$ cat src/hs_switch_consts.svh
`ifndef HS_SWITCH_CONSTS_SVH
`define HS_SWITCH_CONSTS_SVH
// serial command layout
`define CMD_BITS 8
`define CMD_OP_MSB 7
`define CMD_OP_LSB 4
`define CMD_ARG_MSB 3
`define CMD_ARG_LSB 0
// opcodes
`define OP_SENSE 4'h1
`define OP_OUTPUT 4'h2
`define OP_DIRECT 4'h3
`define OP_OVERCURRENT 4'h4
`define OP_WATCHDOG 4'h5
// argument fields
`define SENSE_CH_BIT 0
`define SENSE_HIZ_BIT 1
`define OC_LOW_LSB 0
`define OC_LOW_MSB 1
// reset values
`define CFG_RESET 4'h0
`define FAULT_RESET 2'h0
// timing, cycles derived from these and the 100 ns clock
`define CLK_PERIOD_NS 100
`define HIGH_BLANK_US 10
`define WDOG_MS 620
`endif

$ cat src/hs_switch_pkg.sv
package hs_switch_pkg;
    typedef enum logic [1:0] {
        mode_sleep,
        mode_normal,
        mode_fault,
        mode_failsafe
    } mode_e;
    typedef logic [3:0] cfg_t;
endpackage

$ cat src/sync2.sv
`timescale 1ns/10ps
module sync2 #(
    parameter int WIDTH = 1
) (
    // clock and reset
    input wire logic clock,
    input wire logic resetn,
    // async in, synced out
    input wire logic [WIDTH-1:0] async_in,
    output logic [WIDTH-1:0] sync_out
);
    logic [WIDTH-1:0] meta_q;
    logic [WIDTH-1:0] meta_d;
    logic [WIDTH-1:0] sync_q;
    logic [WIDTH-1:0] sync_d;

    always_comb begin
        meta_d = async_in;
        sync_d = meta_q;
    end

    always_ff @(posedge clock) begin
        if (!resetn) begin
            meta_q <= '0;
            sync_q <= '0;
        end else begin
            meta_q <= meta_d;
            sync_q <= sync_d;
        end
    end

    assign sync_out = sync_q;
endmodule // sync2

$ cat src/hs_switch_ctrl.sv
`timescale 1ns/10ps
`include "hs_switch_consts.svh"
// Contract
// - current sense reports exactly one output, chosen over the serial link.
// - current sense is high impedance when the link config asks or in sleep, driven otherwise.
// - the watchdog runs only while wake is high.
// - while reset pin is low, config and fault state clear; the device sleeps only if wake is also low.
// - the watchdog restarts on the rising edge of the reset pin.
// - direct input n drives high-side output n.
// - the direct inputs' effect is configured over the serial link.
// - severe overcurrent trips at once, even during high blanking; low level detected after.
// - commands are 8 bits msb first, captured on rising serial clock.
// - serial out is high impedance while deselected, changes on rising clock.
// - wake and reset both low means sleep with all outputs off.
module hs_switch_ctrl #(
    parameter int WDOG_CYCLES = (`WDOG_MS * 1000000) / `CLK_PERIOD_NS,
    parameter int HIGH_BLANK_CYCLES = (`HIGH_BLANK_US * 1000) / `CLK_PERIOD_NS
) (
    // clock and reset
    input wire logic clock,
    input wire logic resetn,
    // device control pins
    input wire logic reset_pin_n,
    input wire logic wake,
    input wire logic [1:0] direct_control_input,
    // serial link
    input wire logic sclk,
    input wire logic cs_n,
    input wire logic si,
    output logic so_out,
    output logic so_oe,
    // analog front end status
    input wire logic [1:0] over_severe,
    input wire logic [1:0] over_low,
    // outputs
    output logic [1:0] high_side_output,
    output logic sense_select,
    output logic current_sense_oe,
    output logic [1:0] low_overcurrent_level,
    output logic [1:0] fault,
    output logic watchdog_timeout,
    output logic sleep
);
    // blanking counter is 16 bits wide
    if (WDOG_CYCLES < 2 || HIGH_BLANK_CYCLES < 1 || HIGH_BLANK_CYCLES > 16'hffff) begin : g_bad
        $error("bad timing parameters");
    end

    logic rst_s, wake_s, sclk_s, cs_s, sel_s, si_s;
    logic [1:0] din_s;
    sync2 #(.WIDTH(7)) u_sync (
        .clock(clock),
        .resetn(resetn),
        // select enters inverted so the synced reset value reads as deselected
        .async_in({reset_pin_n, wake, sclk, ~cs_n, si, direct_control_input}),
        .sync_out({rst_s, wake_s, sclk_s, sel_s, si_s, din_s})
    );
    assign cs_s = !sel_s;

    // edge detection state
    logic sclk_prev_q, sclk_prev_d, rst_prev_q, rst_prev_d;
    logic sclk_rise, rst_rise;
    assign sclk_rise = sclk_s && !sclk_prev_q;
    assign rst_rise = rst_s && !rst_prev_q;

    // serial shift state
    logic [`CMD_BITS-1:0] shift_q, shift_d, out_q, out_d;
    logic [2:0] bitcnt_q, bitcnt_d;
    logic so_q, so_d;
    // configuration
    logic sense_ch_q, sense_ch_d, sense_hiz_q, sense_hiz_d;
    hs_switch_pkg::cfg_t out_on_q, out_on_d, direct_en_q, direct_en_d, oc_q, oc_d;
    logic [1:0] fault_q, fault_d;
    // blanking and watchdog
    logic [1:0] on_prev_q, on_prev_d;
    logic [15:0] blank_q [2];
    logic [15:0] blank_d [2];
    logic [31:0] wd_q, wd_d;
    logic wdto_q, wdto_d;
    logic [1:0] hs_q, hs_d;
    hs_switch_pkg::mode_e mode;
    logic cmd_done;
    logic [`CMD_BITS-1:0] cmd;
    logic [1:0] want_on;

    assign cmd = {shift_q[`CMD_BITS-2:0], si_s};
    assign cmd_done = sclk_rise && !cs_s && bitcnt_q == 3'h7;

    always_comb begin
        if (!rst_s && !wake_s)
            mode = hs_switch_pkg::mode_sleep;
        else if (wdto_q)
            mode = hs_switch_pkg::mode_failsafe;
        else if (fault_q != `FAULT_RESET)
            mode = hs_switch_pkg::mode_fault;
        else
            mode = hs_switch_pkg::mode_normal;
    end

    always_comb begin
        sclk_prev_d = sclk_s;
        rst_prev_d = rst_s;
        shift_d = shift_q;
        bitcnt_d = bitcnt_q;
        out_d = out_q;
        so_d = so_q;
        sense_ch_d = sense_ch_q;
        sense_hiz_d = sense_hiz_q;
        out_on_d = out_on_q;
        direct_en_d = direct_en_q;
        oc_d = oc_q;
        fault_d = fault_q;
        if (cs_s) begin
            bitcnt_d = '0;
            out_d = {6'h00, fault_q};
            // msb must already stand before the first rising clock
            so_d = out_d[`CMD_BITS-1];
        end else if (sclk_rise) begin
            shift_d = cmd;
            bitcnt_d = bitcnt_q + 3'h1;
            so_d = out_q[`CMD_BITS-2];
            out_d = {out_q[`CMD_BITS-2:0], 1'b0};
        end
        if (cmd_done) begin
            case (cmd[`CMD_OP_MSB:`CMD_OP_LSB])
                `OP_SENSE: begin
                    sense_ch_d = cmd[`SENSE_CH_BIT];
                    sense_hiz_d = cmd[`SENSE_HIZ_BIT];
                end
                `OP_OUTPUT: out_on_d = cmd[`CMD_ARG_MSB:`CMD_ARG_LSB];
                `OP_DIRECT: direct_en_d = cmd[`CMD_ARG_MSB:`CMD_ARG_LSB];
                `OP_OVERCURRENT: oc_d = cmd[`CMD_ARG_MSB:`CMD_ARG_LSB];
                default: ;
            endcase
        end
        for (int i = 0; i < 2; i++) begin
            // severe level trips whenever the output is on; low level only once blanking ends
            if (hs_q[i] && (over_severe[i] || (over_low[i] && blank_q[i] == 16'h0000)))
                fault_d[i] = 1'b1;
        end
        if (!rst_s) begin
            // config and faults cleared while reset pin low
            sense_ch_d = 1'b0;
            sense_hiz_d = 1'b0;
            out_on_d = `CFG_RESET;
            direct_en_d = `CFG_RESET;
            oc_d = `CFG_RESET;
            fault_d = `FAULT_RESET;
        end
    end

    always_comb begin
        for (int i = 0; i < 2; i++) begin
            // direct input n steers output n when enabled for it
            want_on[i] = direct_en_q[i] ? din_s[i] : out_on_q[i];
        end
        on_prev_d = want_on;
        for (int i = 0; i < 2; i++) begin
            if (want_on[i] && !on_prev_q[i])
                blank_d[i] = HIGH_BLANK_CYCLES[15:0];
            else if (blank_q[i] != 16'h0000)
                blank_d[i] = blank_q[i] - 16'h0001;
            else
                blank_d[i] = blank_q[i];
        end
        case (mode)
            hs_switch_pkg::mode_sleep: hs_d = 2'b00;
            hs_switch_pkg::mode_failsafe: hs_d = 2'b00;
            hs_switch_pkg::mode_fault: hs_d = want_on & ~fault_q;
            default: hs_d = want_on;
        endcase
        wd_d = wd_q;
        wdto_d = wdto_q;
        if (!rst_s || rst_rise || cmd_done) begin
            wd_d = '0;
            if (rst_rise)
                wdto_d = 1'b0;
        end else if (wake_s && !wdto_q) begin
            // watchdog counts only with wake high
            if (wd_q == WDOG_CYCLES - 1)
                wdto_d = 1'b1;
            else
                wd_d = wd_q + 32'h1;
        end
    end

    always_ff @(posedge clock) begin
        if (!resetn) begin
            sclk_prev_q <= 1'b0;
            rst_prev_q <= 1'b0;
            shift_q <= '0;
            bitcnt_q <= '0;
            out_q <= '0;
            so_q <= 1'b0;
            sense_ch_q <= 1'b0;
            sense_hiz_q <= 1'b0;
            out_on_q <= `CFG_RESET;
            direct_en_q <= `CFG_RESET;
            oc_q <= `CFG_RESET;
            fault_q <= `FAULT_RESET;
            on_prev_q <= 2'b00;
            blank_q[0] <= 16'h0000;
            blank_q[1] <= 16'h0000;
            wd_q <= '0;
            wdto_q <= 1'b0;
            hs_q <= 2'b00;
        end else begin
            sclk_prev_q <= sclk_prev_d;
            rst_prev_q <= rst_prev_d;
            shift_q <= shift_d;
            bitcnt_q <= bitcnt_d;
            out_q <= out_d;
            so_q <= so_d;
            sense_ch_q <= sense_ch_d;
            sense_hiz_q <= sense_hiz_d;
            out_on_q <= out_on_d;
            direct_en_q <= direct_en_d;
            oc_q <= oc_d;
            fault_q <= fault_d;
            on_prev_q <= on_prev_d;
            blank_q[0] <= blank_d[0];
            blank_q[1] <= blank_d[1];
            wd_q <= wd_d;
            wdto_q <= wdto_d;
            hs_q <= hs_d;
        end
    end

    assign so_out = so_q;
    assign so_oe = !cs_s;
    assign high_side_output = hs_q;
    assign sense_select = sense_ch_q;
    assign current_sense_oe = !sense_hiz_q && !sleep;
    assign low_overcurrent_level = oc_q[`OC_LOW_MSB:`OC_LOW_LSB];
    assign fault = fault_q;
    assign watchdog_timeout = wdto_q;
    assign sleep = mode == hs_switch_pkg::mode_sleep;
endmodule // hs_switch_ctrl

$ cat config.mk
export PLATFORM = sky130hd
export DESIGN_NAME = hs_switch_ctrl
export DESIGN_NICKNAME = d
export VERILOG_FILES = /design/src/hs_switch_pkg.sv /design/src/sync2.sv /design/src/hs_switch_ctrl.sv
export VERILOG_INCLUDE_DIRS = /design/src /design/src/src
export SDC_FILE = /design/constraint.sdc
export NUM_CORES = 1
export LEC_CHECK = 0
export BUFFER_PORTS_ARGS = -buffer_cell sky130_fd_sc_hd__buf_4
export CAP_MARGIN = 5
export CORE_MARGIN = 5
export CORE_UTILIZATION = 55
export CTS_BUF_LIST = sky130_fd_sc_hd__clkbuf_16
export DETAILED_ROUTE_END_ITERATION = 8
export GPL_TIMING_DRIVEN = 0
export PLACE_DENSITY = 0.73
export SLEW_MARGIN = 25
export SYNTH_ARGS = -nofsm -noshare
export SYNTH_HDL_FRONTEND = slang
export SYNTH_SLANG_ARGS = --single-unit
$ cat constraint.sdc
create_clock -name clock -period 2.83 [get_ports clock]
set_input_delay 0.283 -clock clock [delete_from_list [all_inputs] [get_ports clock]]
set_output_delay 0.283 -clock clock [all_outputs]
set_load 0.005 [all_outputs]
==> impl_metrics.tcl <==
set metrics [dict create \
    cp_data_required_time_ns 3.11 \
    grt_pass1_wl_mm 17.9 \
    ys_warn_count 0 \
    chipWidth_um 104 \
    hold_viol_final 0 \
    dr_wl_met2_mm 5.11 \
    slew_headroom_pct 56.1 \
    end_kind "register" \
    min_period_ns 2.63 \
    slew_violations 0 \
    drc 0 \
    yosysUniqueCellTypes 50 \
    cts_tree "built" \
    seq_area_frac_synth_pct 46.3 \
    drive_gt1_share_pct 12.3 \
    pre_cts_ws_ns -0.0158 \
    most-common-layout-cells "dfxtp_1, nor2_1, nand2_1, a21oi_1, o21ai_0" \
    syn2layout_area_growth_pct 19.0 \
    whs_ns 0.0184 \
    syn_inst 563 \
    root_buffer "clkbuf_16" \
    ioPinCount 25 \
    routedWlPerCell_um 14.4 \
    clock_latency_ns 0.41 \
    hold_class "in2reg" \
    grt_max_degree 17 \
    rsz0062_at_grt "false" \
    drt-met1-wl_mm 4.80 \
    synth_seq_cells 113 \
    grt_pass1_vias 3923 \
    core_area_um2 8680 \
    drtIter0Drc 165 \
    cts-buffers-inserted 17 \
    synth_flop_cell "dfxtp_1" \
    rows 34 \
    power_per_cell_area_nw_per_um2 656 \
    fmax_mhz 380 \
    final_nets 624 \
    p_leak_nw 2.07 \
    synth_nets 581 \
    setup_ws_ns 0.202 \
    finalSetupViolCount 0 \
    avgSynthCellArea_um2 8.69 \
    layout.cells.non_filler 727 \
    first_pass_iters 4 \
    cp_max_fo 10 \
    fin_total_pwr_mw 3.81 \
    vias_per_cell 5.66 \
    syn_area_um2 4890 \
    finalWeightedCongestion 0.817 \
    start_util_pct 56.3 \
    clkSinkCount 113 \
    worstPathArrival_ns 2.91 \
    num_vias 4116 \
    synth_edf_count 0 \
    slowest_stage "o31ai_4" \
    clockBufferDepth 2 \
    final_common_cell "dfxtp_1" \
    crit_chain "ha_1 -> and2_1 -> nand4_1 -> o31ai_4 -> clkbuf_1 -> buf_2 -> xor2_1 -> nor2_1" \
    grt_usage_pct 19.8 \
    ctsHoldBuffers 0 \
    dp_hpwl_mm 7.05 \
    die_area_um2 10900 \
    antenna_found_initial 0 \
    postSynth.asyncResetShare_pct 0 \
    wirelength_mm 10.5 \
    cts_max_level 4 \
    drv_cap 0 \
    path_clk_slew_ns 0.06 \
    outcome "complete, no violations" \
    critPathLaunchType "register" \
    post-place-cells 695 \
    path_class "reg2reg" \
    irDropWorstVdd_v 0.000445 \
    tightest_slew_ns 0.653 \
    period_share_pct 92.9 \
    skew_ns 0.0118 \
    ant_nets 0 \
    routed.top_layer "met4" \
    grt.overflow.total 0 \
    io_buffer_count 24 \
    max_stage_delay_ns 0.52 \
    fp.dieH_um 104 \
    antenna_cells 0 \
    met3RoutedLength_um 415 \
]
==> through the flow <==
| step | util (%) | TNS, ns | cell area, um^2 |
|---|---|---|---|
| 2_1_floorplan | - | 0 | 4890 |
| 6_report | 67.0 | 0 | 5820 |
| 4_1_cts | 66.9 | 0 | 5810 |
| 5_1_grt | 67.0 | 0 | 5820 |
| 3_3_place_gp | 60.0 | 0 | 5200 |
| 3_5_place_dp | 60.0 | -0.0158 | 5200 |
==> repair_timing <==
item	4_1_cts	5_1_grt
gates resized for setup	1	1
setup buffers	0	0
setup endpoints to repair	1	1
==> final timing paths <==
| path | to | startpoint | cells after the start | slack, ns |
|---|---|---|---|---|
| max | wd_q[0] | wd_q[0] | 8 | 0.20 |
| min | u_sync.meta_q[3] | cs_n | 2 | 0.02 |
| max reg2reg | wd_q[0] | wd_q[0] | 8 | 0.20 |
| min reg2reg | u_sync.sync_out[0] | u_sync.meta_q[0] | 1 | 0.43 |
==> Yosys cell counts (9+ instances only) <==
cell type  number  area, um^2
xor2_1         11        96.3
nor2_1         54         203
and2_1         18         113
clkbuf_1       16        60.1
or3_1          25         156
nor3_1         11        55.1
nand4_1        11        68.8
o21ai_0        32         160
or4_1          10        75.1
mux2i_1        14         140
nor4_1         11        68.8
dfxtp_1       113        2260
nand2_1        51         191
inv_1          12        45.0
a21boi_0        9        67.6
a21oi_1        40         200
xnor2_1        12         105
nand3_1        25         125
==> where the power goes <==
part	switching, mW	internal (mW)	leakage, nW	total [mW]
Combinational	0.0401	0.0284	0.866	0.0684
Sequential	0.00536	1.60	0.913	1.61
Clock	0.818	1.32	0.295	2.14
Total	0.863	2.95	2.07	3.81
==> registers in the layout, summed over array words and instances, names as in the netlist <==
name and flops:
out_on_q 2, watchdog_timeout 1, blank_q 32, so_out 1, sense_select 1, rst_prev_q 1, u_sync.meta_q 7, u_sync.sync_out 7
out_q 7, fault 2, direct_en_q 2, sclk_prev_q 1, sense_hiz_q 1, bitcnt_q 3, shift_q 7, on_prev_q 2
high_side_output 2, wd_q 32, oc_q 2
==> worst max-delay path, delay by kind of cell (launching register included) <==
kind | cells | cell delay (ns)
AOI/OAI and AO/OA | 1 | 0.52
buffers and inverters | 2 | 0.67
xor gates and xnor gates | 1 | 0.17
and+or+nand+nor | 3 | 0.55
DFF | 1 | 0.38
adders and majority gates | 1 | 0.20
==> final cells by class <==
cell class	count	area [um^2]
Buffer	22	93.8
Clock buffer	17	425
Clock inverter	15	173
Fill cell	673	2860
Inverter	12	45.0
Multi-Input combinational cell	416	2500
Sequential cell	113	2260
Tap cell	108	135
Timing Repair Buffer	24	180
==> cells by family (layout without fill, tap and decap cells) <==
family / after synthesis / in the layout / share of synthesized area (%)
and+or+nand+nor: 262 / 262 / 28.9
DFF: 113 / 113 / 46.3
AOI/OAI and AO/OA: 112 / 112 / 13.8
buffers and inverters: 34 / 90 / 2.84
xor gates and xnor gates: 23 / 23 / 4.12
muxes: 14 / 14 / 2.87
adders and majority gates: 5 / 5 / 1.28
==> metal layers <==
layer | GRT usage [%] | vias to the layer above
li1 | - | 2099
met1 | 25.2 | 1917
met2 | 32.0 | 85
met4 | 7.31 | 0
met3 | 5.28 | 15
met5 | 0 | -
No activity file was read; power rests on OpenSTA's default activity.
